File: config.mk
export PLATFORM = sky130hd
export DESIGN_NAME = serial_sound_output_port
export DESIGN_NICKNAME = d
export VERILOG_FILES = /design/src/serial_sound_output_port.v /design/src/sample_buffer.v
export VERILOG_INCLUDE_DIRS = /design/src /design/src/src
export SDC_FILE = /design/constraint.sdc
export NUM_CORES = 1
export LEC_CHECK = 0
export BUFFER_PORTS_ARGS = -buffer_cell sky130_fd_sc_hd__buf_2
export CELL_PAD_IN_SITES_DETAIL_PLACEMENT = 2
export CELL_PAD_IN_SITES_GLOBAL_PLACEMENT = 2
export CORE_MARGIN = 2
export CORE_UTILIZATION = 42
export DETAILED_ROUTE_END_ITERATION = 10
export HOLD_SLACK_MARGIN = 0.1
export PLACE_DENSITY = 0.77
export SLEW_MARGIN = 20
export SYNTH_ARGS = -nofsm -noshare
export SYNTH_HDL_FRONTEND = slang
export SYNTH_HIERARCHICAL = 1
export SYNTH_SLANG_ARGS = --single-unit
File: constraint.sdc
create_clock -name clk -period 3.1 [get_ports clk]
set_input_delay 0.155 -clock clk [delete_from_list [all_inputs] [get_ports clk]]
set_output_delay 0.155 -clock clk [all_outputs]
set_load 0.02 [all_outputs]
File: src/sound_port_map.vh
`ifndef SOUND_PORT_MAP_VH
`define SOUND_PORT_MAP_VH

// Sound modes
`define MODE_ANALOG      1'b0
`define MODE_SERIAL      1'b1

// Clock source select
`define SRC_REFERENCE    1'b0
`define SRC_SOUND        1'b1

// Word select encoding in serial mode
`define WS_LEFT          1'b0
`define WS_RIGHT         1'b1

// Sample width and bit clock divider (source clock rising edges per half bit clock)
`define SAMPLE_BITS      16
`define HALF_PERIOD      4

// Settle strobe length in bit clock periods
`define SETTLE_BITS      2

// Reset values
`define RST_SEL          1'b0
`define RST_BITCLK       1'b0

`endif

File: src/serial_sound_output_port.v
`include "sound_port_map.vh"

// Behaviour
// - Serial mode drives bit clock; data valid at its rising edge.
// - Serial mode: shared pin carries serial sample data.
// - Analog mode: shared pin driven high between samples for settling.
// - Serial mode: word select 0 for left, 1 for right.
// - Analog mode: word select shows channel with inverted polarity.
// - Sound system may be clocked from the separate sound clock.
// - Sound system may alternatively be clocked from the reference clock.
module serial_sound_output_port #(
    parameter SAMPLE_BITS = `SAMPLE_BITS,
    parameter HALF_PERIOD = `HALF_PERIOD,
    parameter SETTLE_BITS = `SETTLE_BITS
) (
    input  wire                     clk,
    input  wire                     nrst,
    input  wire                     sound_mode,
    input  wire                     clock_source,
    input  wire                     ref_clock_in,
    input  wire                     sound_clock_in,
    input  wire [2*SAMPLE_BITS-1:0] sample_data,
    input  wire                     sample_valid,
    output wire                     sample_ready,
    output reg                      serial_bit_clock_out,
    output reg                      serial_out_or_settle_strobe,
    output reg                      channel_select_out
);
    localparam CW = 8;
    localparam BW = 6;

    localparam ST_IDLE  = 3'b001;
    localparam ST_SHIFT = 3'b010;
    localparam ST_GAP   = 3'b100;

    wire [2*SAMPLE_BITS-1:0] buf_data;
    wire                     buf_valid;
    reg                      buf_take;

    sample_buffer #(
        .WIDTH (2*SAMPLE_BITS)
    ) u_buf (
        .clk       (clk),
        .nrst      (nrst),
        .in_data   (sample_data),
        .in_valid  (sample_valid),
        .in_ready  (sample_ready),
        .out_data  (buf_data),
        .out_valid (buf_valid),
        .out_ready (buf_take)
    );

    // Both source clocks are foreign: two flops each before use
    reg [1:0] ref_sync_q;
    reg [1:0] snd_sync_q;
    reg       src_last_q;
    wire      src_level;
    wire      src_rise;

    assign src_level = (clock_source == `SRC_SOUND) ? snd_sync_q[1]
                                                    : ref_sync_q[1];
    assign src_rise  = src_level && !src_last_q;

    always @(posedge clk or negedge nrst) begin
        if (!nrst) begin
            ref_sync_q <= 2'b00;
            snd_sync_q <= 2'b00;
            src_last_q <= 1'b0;
        end else begin
            ref_sync_q <= {ref_sync_q[0], ref_clock_in};
            snd_sync_q <= {snd_sync_q[0], sound_clock_in};
            src_last_q <= src_level;
        end
    end

    // Half bit clock ticks counted in source clock edges
    reg [CW-1:0] div_q;
    wire         half_tick;
    assign half_tick = src_rise && (div_q == HALF_PERIOD[CW-1:0] - 8'd1);

    reg [2:0]               state_q;
    reg [BW-1:0]            bit_q;
    reg                     chan_q;
    reg [2*SAMPLE_BITS-1:0] shreg_q;
    wire                    fall_now;

    // Falling edge of the bit clock is when the clock is high at a half tick
    assign fall_now = half_tick && serial_bit_clock_out;

    always @* begin
        buf_take = 1'b0;
        if (fall_now && buf_valid) begin
            if (state_q == ST_IDLE) begin
                buf_take = 1'b1;
            end else if (state_q == ST_SHIFT && chan_q == `WS_RIGHT
                         && bit_q == SAMPLE_BITS[BW-1:0] - 6'd1) begin
                buf_take = (sound_mode == `MODE_SERIAL);
            end else if (state_q == ST_GAP && bit_q == SETTLE_BITS[BW-1:0] - 6'd1) begin
                buf_take = 1'b1;
            end
        end
    end

    always @(posedge clk or negedge nrst) begin
        if (!nrst) begin
            div_q                       <= {CW{1'b0}};
            serial_bit_clock_out        <= `RST_BITCLK;
            state_q                     <= ST_IDLE;
            bit_q                       <= {BW{1'b0}};
            chan_q                      <= `WS_LEFT;
            shreg_q                     <= {2*SAMPLE_BITS{1'b0}};
            serial_out_or_settle_strobe <= 1'b0;
            channel_select_out          <= `RST_SEL;
        end else begin
            if (src_rise) begin
                div_q <= half_tick ? {CW{1'b0}} : div_q + 8'd1;
            end
            if (half_tick) begin
                serial_bit_clock_out <= ~serial_bit_clock_out;
            end
            // All data-side updates happen at the falling edge only
            if (fall_now) begin
                case (state_q)
                    ST_IDLE: begin
                        if (buf_take) begin
                            shreg_q <= buf_data;
                            state_q <= ST_SHIFT;
                            bit_q   <= {BW{1'b0}};
                            chan_q  <= `WS_LEFT;
                        end
                    end
                    ST_SHIFT: begin
                        if (bit_q == SAMPLE_BITS[BW-1:0] - 6'd1) begin
                            bit_q <= {BW{1'b0}};
                            if (chan_q == `WS_LEFT) begin
                                chan_q <= `WS_RIGHT;
                            end else if (buf_take) begin
                                shreg_q <= buf_data;
                                chan_q  <= `WS_LEFT;
                            end else begin
                                state_q <= (sound_mode == `MODE_ANALOG) ? ST_GAP
                                                                        : ST_IDLE;
                            end
                        end else begin
                            bit_q <= bit_q + 6'd1;
                        end
                        if (!(chan_q == `WS_RIGHT
                              && bit_q == SAMPLE_BITS[BW-1:0] - 6'd1 && buf_take)) begin
                            shreg_q <= {shreg_q[2*SAMPLE_BITS-2:0], 1'b0};
                        end
                    end
                    ST_GAP: begin
                        if (bit_q == SETTLE_BITS[BW-1:0] - 6'd1) begin
                            bit_q   <= {BW{1'b0}};
                            if (buf_take) begin
                                shreg_q <= buf_data;
                                chan_q  <= `WS_LEFT;
                                state_q <= ST_SHIFT;
                            end else begin
                                state_q <= ST_IDLE;
                            end
                        end else begin
                            bit_q <= bit_q + 6'd1;
                        end
                    end
                    default: state_q <= ST_IDLE;
                endcase
                if (sound_mode == `MODE_SERIAL) begin
                    // Left word first, MSB first
                    serial_out_or_settle_strobe <= shreg_q[2*SAMPLE_BITS-1];
                    channel_select_out          <= chan_q;
                end else begin
                    // Strobe high whenever no sample is being presented
                    serial_out_or_settle_strobe <= (state_q != ST_SHIFT);
                    channel_select_out          <= ~chan_q;
                end
            end
        end
    end
endmodule

File: src/sample_buffer.v
module sample_buffer #(
    parameter WIDTH = 32
) (
    input  wire             clk,
    input  wire             nrst,
    input  wire [WIDTH-1:0] in_data,
    input  wire             in_valid,
    output wire             in_ready,
    output wire [WIDTH-1:0] out_data,
    output wire             out_valid,
    input  wire             out_ready
);
    // Two-entry ring; a stall downstream fills it and drops in_ready
    reg [WIDTH-1:0] mem_q [0:1];
    reg             wr_q;
    reg             rd_q;
    reg [1:0]       cnt_q;
    wire            push;
    wire            pop;

    assign in_ready  = (cnt_q != 2'd2);
    assign out_valid = (cnt_q != 2'd0);
    assign out_data  = mem_q[rd_q];
    assign push      = in_valid && in_ready;
    assign pop       = out_valid && out_ready;

    always @(posedge clk or negedge nrst) begin
        if (!nrst) begin
            wr_q  <= 1'b0;
            rd_q  <= 1'b0;
            cnt_q <= 2'd0;
        end else begin
            if (push) begin
                wr_q <= ~wr_q;
            end
            if (pop) begin
                rd_q <= ~rd_q;
            end
            case ({push, pop})
                2'b10:   cnt_q <= cnt_q + 2'd1;
                2'b01:   cnt_q <= cnt_q - 2'd1;
                default: cnt_q <= cnt_q;
            endcase
        end
    end

    always @(posedge clk) begin
        if (push) begin
            mem_q[wr_q] <= in_data;
        end
    end
endmodule

==> results by group, run 1 <==
Power and ir drop
  – Power, Total: approximately 0.0047 W
  – Peak VDD IR: 0.410 mV
  – Power Density: 707 nW/um^2
  – LEAKAGE: about 2.6 nW

Synthesis
  – Gate count of the mapped netlist: around 400
  – Top FF cell, synth: edfxtp_1
  – Seq cells post-synth: about 130
  – Yosys cell types: 54
  – Sequential area share after synthesis: about two thirds
  – Syn_nets: between 400 and 500
  – Post-synth ARST share: about half
  – Ys Warns: 6
  – Syn avg cell area: roughly 13 sq um
  – Post-synth EDFFs: 64
  – Post-synthesis cell area: ~5400 sq um

Floorplan
  – Ports: 43
  – Total die area: 13,700 sq um
  – Cell Rows: 41
  – Initial Util: about 43%
  – Die width: approximately 120 um
  – Core box area: 12,600 sq um
  – Die Height: between 100 and 150 um

Route
  – DRT iter0 DRCs: 188
  – DR WL/cell: 21.1 um
  – Remaining antenna violation count: 0
  – Detailed-router iteration count before antenna repair: 7
  – Vias per cell: between 5 and 6
  – DRT Wirelength: around 14 mm
  – Vias: 3,552
  – # DRC: 0

CTS
  – CTS tree: yes
  – Buffer count from post-CTS setup fixing: 0
  – Post-cts sizing count: 0
  – Clock insertion delay at the later pin of the skew report: about 420 ps
  – CTS Sinks: around 130
  – CTS Buffer Depth: 2
  – H-tree levels: 4
  – Root Buffer: clkbuf_16
  – Num CTS Buffers: 17
  – CTS clk-pin slew, worst paths: approximately 60 ps

Critical path
  – Worst setup path end: shreg_q[14]
  – Critical path data arrival time: 2710 ps
  – Largest stage delay, worst path: around 650 ps
  – Startpoint types: register
  – Worst Reg-to-Reg Cells: 6
  – R2R Setup Slk: ~700 ps
  – Crit path kind: register to register
  – Worst r2r src: bit_q[0]
  – Critical Path Stages: 6
  – Worst Path Required: around 3400 ps
  – R2r endpoint: shreg_q[14]
  – CP max-delay cell: a311o_2
  – CP Launch Point: bit_q[0]
  – Worst setup EP type: register
  – Crit-path max FO: 32
  – Worst Path Buf+Inv: 0
  – Crit-path leading delay family: compound AO/OA/AOI/OAI gates
  – Worst-path cell chain: ha_1, nor4bb_1, a22oi_1, nand2_1, a311o_2, o21ai_0

Timing
  – Fin. max-slew vios: 0
  – Crit share post-route: between 70% and 80%
  – Hold_ws: between 100 and 150 ps
  – Relative slew slack: between 40% and 50%
  – Final-report hold violation count: 0
  – Final min period: 2410 ps
  – Setup TNS: 0 ps
  – Measured slew at the worst slew-check pin: ~840 ps
  – Setup Viol. Count Final: 0
  – FMAX: roughly 410 MHz
  – Unrepaired setup endpoints after global routing: false
  – Worst clock skew: just under 9 ps

Global routing
  – Initial antenna violation count: 0
  – Remaining Overflow, GRT: 0
  – Number of global-route vias before repair: 4,151
  – Largest net degree at the start of global routing: 63
  – Gr usage total: 23.0%
  – First-pass GRT wire length: 22.9 mm

Hold path
  – Worst min-delay path class: primary input to register
  – Hold Crit Depth: 3

Finish
  – Filler instances: approximately 1,200
  – Multi-input gate area: about 1700 sq um
  – Post-Layout Cell Count: 675
  – Ant diodes: 0
  – Layout cell share with drive strength beyond 1: roughly 25%
  – Sequential Area: 3470 sq um
  – Final net count: around 530
  – Synth-to-Final Area Change: 24.5%

Placed design
  – Gpl congestion: a little under 0.9
  – DP Wirelength: 8.01 mm
  – DP Cell Count: between 600 and 700
  – IO buf count: between 40 and 50

Flow run
  – Max-cap viol count: 0

Run status
  – Run status: completed
## worst min-delay path by stage
stage	start	to	slack, ps
2_1_floorplan	nrst	bit_q[0]	-140
3_3_place_gp	ref_clock_in	ref_sync_q[0]	260
3_5_place_dp	ref_clock_in	ref_sync_q[0]	270
4_1_cts	sample_valid	u_buf/wr_q	100
5_1_grt	sample_valid	u_buf/wr_q	160
6_report	sample_valid	u_buf/wr_q	130
## repair_timing
action / 4_1_cts / 5_1_grt
hold buffers: 35 / 0
endpoints found under the hold margin: 127 / 0
endpoints found under the setup margin: 0 / 0
## metal layers
metal  wire length (um)  GRT usage, %  up-vias
li1                   -             -     1642
met1               5910          27.5     1829
met2               7780          40.5       63
met3                341          6.13       18
met4                232          7.37        0
met5                  0             0        -
## power breakdown
group / internal (W) / switching [W] / total, W
registers: 0.00205 / 0.000113 / 0.00217
clock network: 0.00119 / 0.000797 / 0.00199
logic: 0.000213 / 0.000360 / 0.000573
total: 0.00346 / 0.00127 / 0.00473
## final cells by class
class	count	share of cell area, %
timing repair buffer	84	9.16
multi-input combinational	224	24.9
tap	172	3.22
clock buffer	17	6.36
sequential	126	51.9
clock inverter	15	2.37
inverter	37	2.08
## worst min-delay path: stages
cell     delay (ps)
buf_2           110
nand2_1         140
xnor2_1          90
## registers in the layout, indices dropped and copies added (netlist names)
signal and flops:
bit_q 6, chan_q 1, channel_select_out 1, div_q 8, ref_sync_q 2, serial_bit_clock_out 1
serial_out_or_settle_strobe 1, shreg_q 32, snd_sync_q 2, src_last_q 1, state_q 3, u_buf/cnt_q 2
u_buf/mem_q 64, u_buf/rd_q 1, u_buf/wr_q 1
## Yosys cell counts, types with 2 or more instances
| cell type | count | share of area (%) |
|---|---|---|
| edfxtp_1 | 64 | 36 |
| dfrtp_1 | 61 | 28 |
| inv_1 | 37 | 2.6 |
| o21ai_0 | 35 | 3.3 |
| mux2_2 | 33 | 6.9 |
| a22oi_1 | 31 | 4.3 |
| nor2_1 | 17 | 1.2 |
| nand2_1 | 16 | 1.1 |
| xnor2_1 | 10 | 1.6 |
| buf_2 | 9 | 0.84 |
| nand3_1 | 5 | 0.47 |
| o21ai_1 | 5 | 0.47 |
| xor2_1 | 5 | 0.82 |
| and3_1 | 4 | 0.47 |
| buf_6 | 4 | 0.84 |
| ha_1 | 4 | 0.93 |
| nand4_1 | 4 | 0.47 |
| nor3_1 | 4 | 0.37 |
| nor4_1 | 4 | 0.47 |
| and2_1 | 3 | 0.35 |
| clkbuf_1 | 3 | 0.21 |
| mux2_1 | 3 | 0.63 |
| nand3b_1 | 3 | 0.42 |
| o22a_1 | 3 | 0.49 |
| a21oi_1 | 2 | 0.19 |
| and4_1 | 2 | 0.33 |
| nand2b_1 | 2 | 0.23 |
| o211ai_1 | 2 | 0.28 |
| or2_1 | 2 | 0.23 |
| or3_1 | 2 | 0.23 |
## logic make-up after synthesis
logic type / Yosys count / share of synthesized area [%]
flip-flops: 126 / 64.7
AO/OA/AOI/OAI: 87 / 10.9
AND/OR/NAND/NOR: 81 / 8.83
buffers and inverters: 53 / 4.47
multiplexers: 37 / 7.73
XOR/XNOR: 15 / 2.45
adder cells (fa/ha/maj): 4 / 0.932
## per-stage QoR
step | util, % | instance area [sq um] | setup WS (ps)
after floorplan | - | 5370 | 518
after global placement | 45.8 | 5760 | 527
after detailed placement | 45.8 | 5760 | 686
after CTS | 53.2 | 6690 | 670
after global routing | 53.2 | 6690 | 488
final | 53.2 | 6690 | 686
## layout by cell type (no fill, tap or decap), types with 2 or more instances in the layout
cell	netlist	routed
nor4_1	4	4
ha_1	4	4
nand4_1	4	4
bufinv_16	0	2
or3_1	2	2
mux2_1	3	3
clkbuf_16	0	17
o22a_1	3	3
and3_1	4	4
dfrtp_1	61	61
o21ai_1	5	4
buf_4	0	7
dlygate4sd3_1	0	35
a21oi_1	2	2
a22oi_1	31	31
nand2b_1	2	2
nor2_1	17	16
clkinv_2	0	3
xnor2_1	10	10
xor2_1	5	5
inv_1	37	37
buf_2	9	42
o21ai_0	35	35
clkinv_4	0	3
o211ai_1	2	2
and4_1	2	2
mux2_2	33	33
nor3_1	4	4
nand3_1	5	5
edfxtp_1	64	64
and2_1	3	3
nand3b_1	3	3
or2_1	2	2
nand2_1	16	16
inv_6	0	4
(Power assumes the default switching activity.)
==> run 2, diff against run 1 <==
--- a/config.mk
+++ b/config.mk
@@ -10,10 +10,10 @@
 export CELL_PAD_IN_SITES_DETAIL_PLACEMENT = 2
 export CELL_PAD_IN_SITES_GLOBAL_PLACEMENT = 2
 export CORE_MARGIN = 2
-export CORE_UTILIZATION = 42
+export CORE_UTILIZATION = 38
 export DETAILED_ROUTE_END_ITERATION = 10
 export HOLD_SLACK_MARGIN = 0.1
-export PLACE_DENSITY = 0.77
+export PLACE_DENSITY = 0.74
 export SLEW_MARGIN = 20
 export SYNTH_ARGS = -nofsm -noshare
 export SYNTH_HDL_FRONTEND = slang
==> constraint.sdc (replaced) <==
create_clock -name clk -period 1.95 [get_ports clk]
set_input_delay 0.0975 -clock clk [delete_from_list [all_inputs] [get_ports clk]]
set_output_delay 0.0975 -clock clk [all_outputs]
set_load 0.02 [all_outputs]
==> run 2 against run 1 <==
Effect of this change:
- the flow now finishes with violations (negative setup slack)
- sequential power increased by 58%
- cell area is 12% higher
- first-iteration DRC count up 6.4%
- hold slack better by 31 ps
- non-clock buffer count increased by 56
- total power grew 64%
- critical path depth rose by 2
- clock skew is 3.9 ps higher
- combinational power is 130% higher
- sequential cell count is the same
- wire length increased by 24%
- largest cell class unchanged
- largest power group unchanged
==> results by group, run 2 (synthesis gave the netlist of run 1 again) <==
Critical path
  – Largest stage delay, worst path: 510 ps (was 650 ps)
  – Worst setup path end: shreg_q[15] (was shreg_q[14])
  – Worst setup EP type: register (unchanged)
  – Worst-path cell chain: inv_1, ha_2, or4b_4, nor4_4, o21ai_2, buf_12, a22oi_1, o21ai_1 (was ha_1, nor4bb_1, a22oi_1, nand2_1, a311o_2, o21ai_0)
  – Crit-path max FO: 31 (was 32)
  – Critical path data arrival time: 2660 ps (was 2710 ps)
  – R2R Setup Slk: -430 ps (was 690 ps)
  – CP max-delay cell: or4b_4 (was a311o_2)
  – Startpoint types: register (unchanged)
  – Worst Reg-to-Reg Cells: 8 (was 6)
  – R2r endpoint: shreg_q[15] (was shreg_q[14])
  – Worst r2r src: bit_q[1] (was bit_q[0])
  – Crit path kind: register to register (unchanged)
  – Worst Path Required: 2230 ps (was 3400 ps)
  – CP Launch Point: bit_q[1] (was bit_q[0])

Finish
  – Commonest non-fill, non-tap cell in the layout: edfxtp_1 (unchanged)
  – Biggest regs: u_buf/mem_q: 64 flops, shreg_q: 32 flops, div_q: 8 flops (unchanged)
  – Final net count: 589 (was 533)
  – Max FFs per register: 64 (unchanged)
  – Synth-to-Final Area Change: 39.2% (was 24.5%)
  – Ant diodes: 0 (unchanged)
  – Layout cell share with drive strength beyond 1: 38.6% (was 25.2%)
  – Post-Layout Cell Count: 739 (was 675)
  – Biggest register: u_buf/mem_q (unchanged)
  – Post-route cell area: 7480 sq um (was 6690 sq um)
  – Most frequent cells in the layout: edfxtp_1, dfrtp_1, buf_4 (was edfxtp_1, dfrtp_1, buf_2)

Global routing
  – Largest net degree at the start of global routing: 41 (was 63)
  – Remaining Overflow, GRT: 0 (unchanged)
  – Number of global-route vias before repair: 4,534 (was 4,151)
  – Initial antenna violation count: 0 (unchanged)
  – First-pass GRT wire length: 25.6 mm (was 22.9 mm)
  – Gr usage total: 23.3% (was 23.0%)

Placed design
  – Post-DP Area: 6160 sq um (was 5760 sq um)
  – DP Cell Count: 652 (was 608)
  – DP Wirelength: 8.68 mm (was 8.01 mm)
  – Worst slack, placed: -312 ps (was 686 ps)
  – Gpl congestion: 0.846 (was 0.875)
  – IO buf count: 42 (unchanged)

Timing
  – Setup TNS: -11,310 ps (was 0 ps)
  – Crit share post-route: 122% (was 77.9%)
  – Setup Viol. Count Final: 44 (was 0)
  – Unrepaired setup endpoints after global routing: true (was false)
  – Relative slew slack: 57.7% (was 44.2%)
  – Final min period: 2380 ps (was 2410 ps)
  – FMAX: 420 MHz (was 414 MHz)
  – Fin. max-slew vios: 0 (unchanged)
  – Worst clock skew: 12.8 ps (was 8.91 ps)
  – Measured slew at the worst slew-check pin: 634 ps (was 838 ps)
  – Worst Slack Setup Final: -428 ps (was 686 ps)
  – Final-report hold violation count: 0 (unchanged)

Route
  – Vias per cell: 5.33 (was 5.26)
  – Remaining antenna violation count: 0 (unchanged)
  – DRT Wirelength: 17.7 mm (was 14.3 mm)
  – DRT iter0 DRCs: 200 (was 188)
  – # DRC: 0 (unchanged)
  – DR WL/cell: 23.9 um (was 21.1 um)
  – Detailed-router iteration count before antenna repair: 4 (was 7)
  – Vias: 3,940 (was 3,552)

Floorplan
  – Initial Util: 38.9% (was 42.7%)
  – Core box area: 13,800 sq um (was 12,600 sq um)
  – Die Height: 123 um (was 117 um)
  – Ports: 43 (unchanged)
  – Cell Rows: 43 (was 41)
  – Die width: 123 um (was 117 um)
  – Total die area: 15,100 sq um (was 13,700 sq um)

Power and ir drop
  – Peak VDD IR: 0.801 mV (was 0.410 mV)
  – Power Density: 1040 nW/um^2 (was 707 nW/um^2)
  – LEAKAGE: 2.91 nW (was 2.61 nW)

Hold path
  – Worst min-delay path class: primary input to register (unchanged)
  – Hold Crit Depth: 3 (unchanged)

CTS
  – Root Buffer: clkbuf_16 (unchanged)
  – CTS clk-pin slew, worst paths: 60 ps (about the same)
  – CTS Buffer Depth: 2 (unchanged)
  – Num CTS Buffers: 17 (unchanged)
  – H-tree levels: 4 (unchanged)
  – Clock insertion delay at the later pin of the skew report: 430 ps (was 420 ps)
  – CTS Sinks: 126 (unchanged)
  – CTS tree: yes (unchanged)

Run status
  – Run status: complete, but fails checks (was completed)
  – Failing checks: negative setup slack

Flow run
  – Max-cap viol count: 0 (unchanged)
## run 2: cell types whose count changed in the layout (fill, tap and decap cells not counted), moves of 3 or more
cell	change
inv_6	-3
buf_6	+5
clkbuf_1	+4
buf_12	+7
o21ai_0	-30
a22oi_2	+16
o21ai_1	+27
a22oi_1	-16
buf_4	+40
ha_2	+3
ha_1	-4
clkinvlp_4	+3
nor4_1	-3
## run 2: metal layers
layer  wire [um]  GRT usage, %
met1        7080          27.6
met2        9540          40.7
met3         624          4.34
met4         451          11.0
met5           0             0
## run 2: power breakdown
group / internal [W] / switching, W
clock: 0.00178 / 0.00123
sequential: 0.00326 / 0.000160
combinational: 0.000589 / 0.000752
## run 2: final cells by class
| cell class | count | area, sq um |
|---|---|---|
| clock buffers | 22 | 454 |
| clock inverters | 10 | 91.3 |
| fillers | 1266 | 6350 |
| inverters | 37 | 139 |
| multi-input cells | 224 | 1920 |
| flip-flops and latches | 126 | 3480 |
| well taps | 180 | 225 |
| repair buffers | 140 | 1170 |
## run 2: how the worst min path moves through the flow
stage                 startpoint         end  slack, ps
floorplan                   nrst    bit_q[0]       -200
global placement            nrst    div_q[3]        140
detailed placement          nrst    div_q[3]        150
CTS                 sample_valid  u_buf/wr_q        130
global route        sample_valid  u_buf/wr_q        170
finish              sample_valid  u_buf/wr_q        160
## run 2: worst max-delay path, delay by kind of cell (launching register included)
kind	cells	cell delay, ps
adder cells (fa/ha/maj)	1	170
AO/OA/AOI/OAI	3	540
flip-flops	1	400
AND/OR/NAND/NOR	2	860
buffers and inverters	2	260
## run 2: timing repair
action                                 in CTS  in global routing
setup endpoints to repair                  45                 46
buffers inserted                            7                 11
hold buffers                               37                  0
endpoints found under the hold margin      90                  0
pin swaps                                   8                 10
cloned                                      0                  1
gates resized for setup                    49                 32
## run 2: through the flow
stage | utilization [%] | power, W | hold slack (ps)
after global routing | 54.1 | 0.00806 | 175
after floorplan | - | 0.00398 | -198
final | 54.1 | 0.00777 | 161
after CTS | 52.5 | 0.00767 | 134
after detailed placement | 44.5 | 0.00456 | 150
after global placement | 44.5 | 0.00448 | 140
==> run 3, diff against run 2 <==
--- a/config.mk
+++ b/config.mk
@@ -14,6 +14,7 @@
 export DETAILED_ROUTE_END_ITERATION = 10
 export HOLD_SLACK_MARGIN = 0.1
 export PLACE_DENSITY = 0.74
+export SETUP_SLACK_MARGIN = 0.4
 export SLEW_MARGIN = 20
 export SYNTH_ARGS = -nofsm -noshare
 export SYNTH_HDL_FRONTEND = slang
==> run 3 against run 2 <==
Effect of this change:
- the flow still finishes with violations (negative setup slack)
- final cell count rose by 3.2%
- wire length rose by 12%
- combinational power rose by 28%
- sequential cell count did not move
- largest cell class unchanged
==> results by group, run 3 (synthesis gave the netlist of run 1 again) <==
Finish
  – Layout cell share with drive strength beyond 1: 46.3% (was 38.6%)
  – Final net count: 613 (was 589)
  – Most frequent cells in the layout: edfxtp_1, dfrtp_1, buf_4 (unchanged)
  – Ant diodes: 0 (unchanged)
  – Filler instances: 1,232 (was 1,266)
  – Commonest non-fill, non-tap cell in the layout: edfxtp_1 (unchanged)
  – Sequential Area: 3480 sq um (unchanged)
  – Biggest register: u_buf/mem_q (unchanged)
  – Synth-to-Final Area Change: 48.0% (was 39.2%)
  – Multi-input gate area: 2100 sq um (was 1920 sq um)
  – Biggest regs: u_buf/mem_q: 64 flops, shreg_q: 32 flops, div_q: 8 flops (unchanged)
  – Post-route cell area: 7950 sq um (was 7480 sq um)
  – Max FFs per register: 64 (unchanged)
  – Post-Layout Cell Count: 763 (was 739)

Route
  – DRT Wirelength: 19.8 mm (was 17.7 mm)
  – Remaining antenna violation count: 0 (unchanged)
  – DR WL/cell: 26.0 um (was 23.9 um)
  – Detailed-router iteration count before antenna repair: 4 (unchanged)
  – # DRC: 0 (unchanged)
  – Vias: 4,052 (was 3,940)
  – DRT iter0 DRCs: 201 (was 200)
  – Vias per cell: 5.31 (was 5.33)

Critical path
  – Startpoint types: register (unchanged)
  – Worst Path Required: 2270 ps (was 2230 ps)
  – CP max-delay cell: dfrtp_1 (was or4b_4)
  – Worst Reg-to-Reg Cells: 12 (was 8)
  – Largest stage delay, worst path: 400 ps (was 510 ps)
  – Critical path data arrival time: 2620 ps (was 2660 ps)
  – R2R Setup Slk: -350 ps (was -430 ps)
  – Crit-path max FO: 3 (was 31)
  – Worst r2r src: bit_q[1] (unchanged)
  – CP Launch Point: bit_q[1] (unchanged)
  – Crit path kind: register to register (unchanged)
  – R2r endpoint: u_buf/cnt_q[1] (was shreg_q[15])
  – Worst setup path end: u_buf/cnt_q[1] (was shreg_q[15])
  – Worst-path cell chain: buf_4, ha_4, nor3b_4, nand4_1, buf_4, nand2_2, and3_4, and2_4, ha_4, xnor2_2, nor2_1, xor2_1 (was inv_1, ha_2, or4b_4, nor4_4, o21ai_2, buf_12, a22oi_1, o21ai_1)
  – Worst setup EP type: register (unchanged)

Flow run
  – Max-cap viol count: 0 (unchanged)

Placed design
  – Post-DP Area: 6180 sq um (was 6160 sq um)
  – DP Cell Count: 655 (was 652)
  – Gpl congestion: 0.785 (was 0.846)
  – DP Wirelength: 9.18 mm (was 8.68 mm)
  – IO buf count: 42 (unchanged)

Power and ir drop
  – Logic gate share of total power: 21.2% (was 17.2%)
  – Register share of total power: 42.7% (was 44.0%)
  – Power Density: 1020 nW/um^2 (was 1040 nW/um^2)
  – Sw Pwr: 0.00236 W (was 0.00214 W)
  – LEAKAGE: 3.13 nW (was 2.91 nW)
  – Peak VDD IR: 0.656 mV (was 0.801 mV)
  – Switch share: 29.1% (was 27.6%)
  – Internal cell power: 0.00574 W (was 0.00563 W)
  – Power, Total: 0.00809 W (was 0.00777 W)
  – Clk network pwr share: 36.1% (was 38.7%)

Floorplan
  – Initial Util: 38.9% (unchanged)
  – Cell Rows: 43 (unchanged)
  – Core box area: 13,800 sq um (unchanged)
  – Die Height: 123 um (unchanged)
  – Total die area: 15,100 sq um (unchanged)
  – Die width: 123 um (unchanged)
  – Ports: 43 (unchanged)

Global routing
  – Initial antenna violation count: 0 (unchanged)
  – Number of global-route vias before repair: 4,428 (was 4,534)
  – Gr usage total: 22.8% (was 23.3%)
  – Remaining Overflow, GRT: 0 (unchanged)
  – First-pass GRT wire length: 25.0 mm (was 25.6 mm)
  – Largest net degree at the start of global routing: 63 (was 41)

Timing
  – FMAX: 436 MHz (was 420 MHz)
  – Hold_ws: 164 ps (was 161 ps)
  – Relative slew slack: 73.2% (was 57.7%)
  – Fin. max-slew vios: 0 (unchanged)
  – Setup Viol. Count Final: 42 (was 44)
  – Setup TNS: -6840 ps (was -11,310 ps)
  – Unrepaired setup endpoints after global routing: true (unchanged)
  – Measured slew at the worst slew-check pin: 401 ps (was 634 ps)
  – Crit share post-route: 118% (was 122%)
  – Final min period: 2300 ps (was 2380 ps)
  – Worst clock skew: 11.5 ps (was 12.8 ps)
  – Final-report hold violation count: 0 (unchanged)
  – Worst Slack Setup Final: -345 ps (was -428 ps)

CTS
  – CTS clk-pin slew, worst paths: 60 ps (about the same)
  – CTS tree: yes (unchanged)
  – Clock insertion delay at the later pin of the skew report: 430 ps (about the same)
  – CTS Buffer Depth: 2 (unchanged)
  – H-tree levels: 4 (unchanged)
  – Num CTS Buffers: 17 (unchanged)
  – CTS Sinks: 126 (unchanged)
  – Root Buffer: clkbuf_16 (unchanged)

Hold path
  – Worst min-delay path class: primary input to register (unchanged)

Run status
  – Run status: complete, but fails checks (unchanged)
  – Failing checks: negative setup slack (unchanged)
-- run 3: cell count changes in the layout (fill, tap and decap cells not counted), moves of 4 or more --
cell / previous run / this run
a22oi_1: 15 / 4
a22oi_2: 16 / 27
buf_6: 5 / 15
buf_4: 47 / 54
clkbuf_16: 18 / 22
-- run 3: how the worst min path moves through the flow --
stage,startpoint,to,slack [ps],cells past startpoint
2_1_floorplan,nrst,bit_q[0],-200,0
3_3_place_gp,nrst,div_q[1],140,2
3_5_place_dp,nrst,div_q[4],140,2
4_1_cts,sound_mode,state_q[0],120,3
5_1_grt,sound_mode,state_q[0],150,3
6_report,sound_mode,state_q[0],160,3
-- run 3: critical path, delay by kind of cell, from the launching register on --
kind | cells | cell delay, ps
simple gates | 6 | 830
flops | 1 | 400
xor+xnor | 2 | 360
fa+ha+maj | 2 | 320
buf+inv | 2 | 300
-- run 3: power by group through the flow --
stage / clock, W / combinational, W / sequential [W]
after floorplan: 0 / 0.000546 / 0.00345
after global placement: 0 / 0.00104 / 0.00342
after detailed placement: 0 / 0.00109 / 0.00345
after CTS: 0.00291 / 0.00129 / 0.00342
after global routing: 0.00307 / 0.00182 / 0.00349
final: 0.00292 / 0.00171 / 0.00346
-- run 3: area by class of cell --
type,count,area share (%)
sequential,126,43.7
multi-input combinational,225,26.5
clock inverter,12,1.10
tap,180,2.83
timing repair buffer,163,18.5
inverter,37,1.75
clock buffer,20,5.62
-- run 3: through the flow --
step,utilization [%],worst slack (ps)
2_1_floorplan,-,-85.1
3_3_place_gp,44.7,-277
3_5_place_dp,44.7,-371
4_1_cts,53.6,-167
5_1_grt,57.5,-437
6_report,57.5,-345
-- run 3: timing repair --
| action | CTS | global route |
|---|---|---|
| cloned | 2 | 6 |
| pin swaps | 11 | 14 |
| setup buffers | 10 | 19 |
| setup endpoints to repair | 110 | 84 |
| hold endpoints to repair | 131 | 0 |
| hold buffers | 39 | 0 |
| resized for setup | 52 | 77 |
-- run 3: metal layers --
metal	GRT usage, %	up-vias	share of wire (%)
li1	-	1814	-
met1	26.9	2114	39
met2	42.1	89	55
met3	4.66	35	3.4
met4	6.18	0	2.6
met5	0	-	0
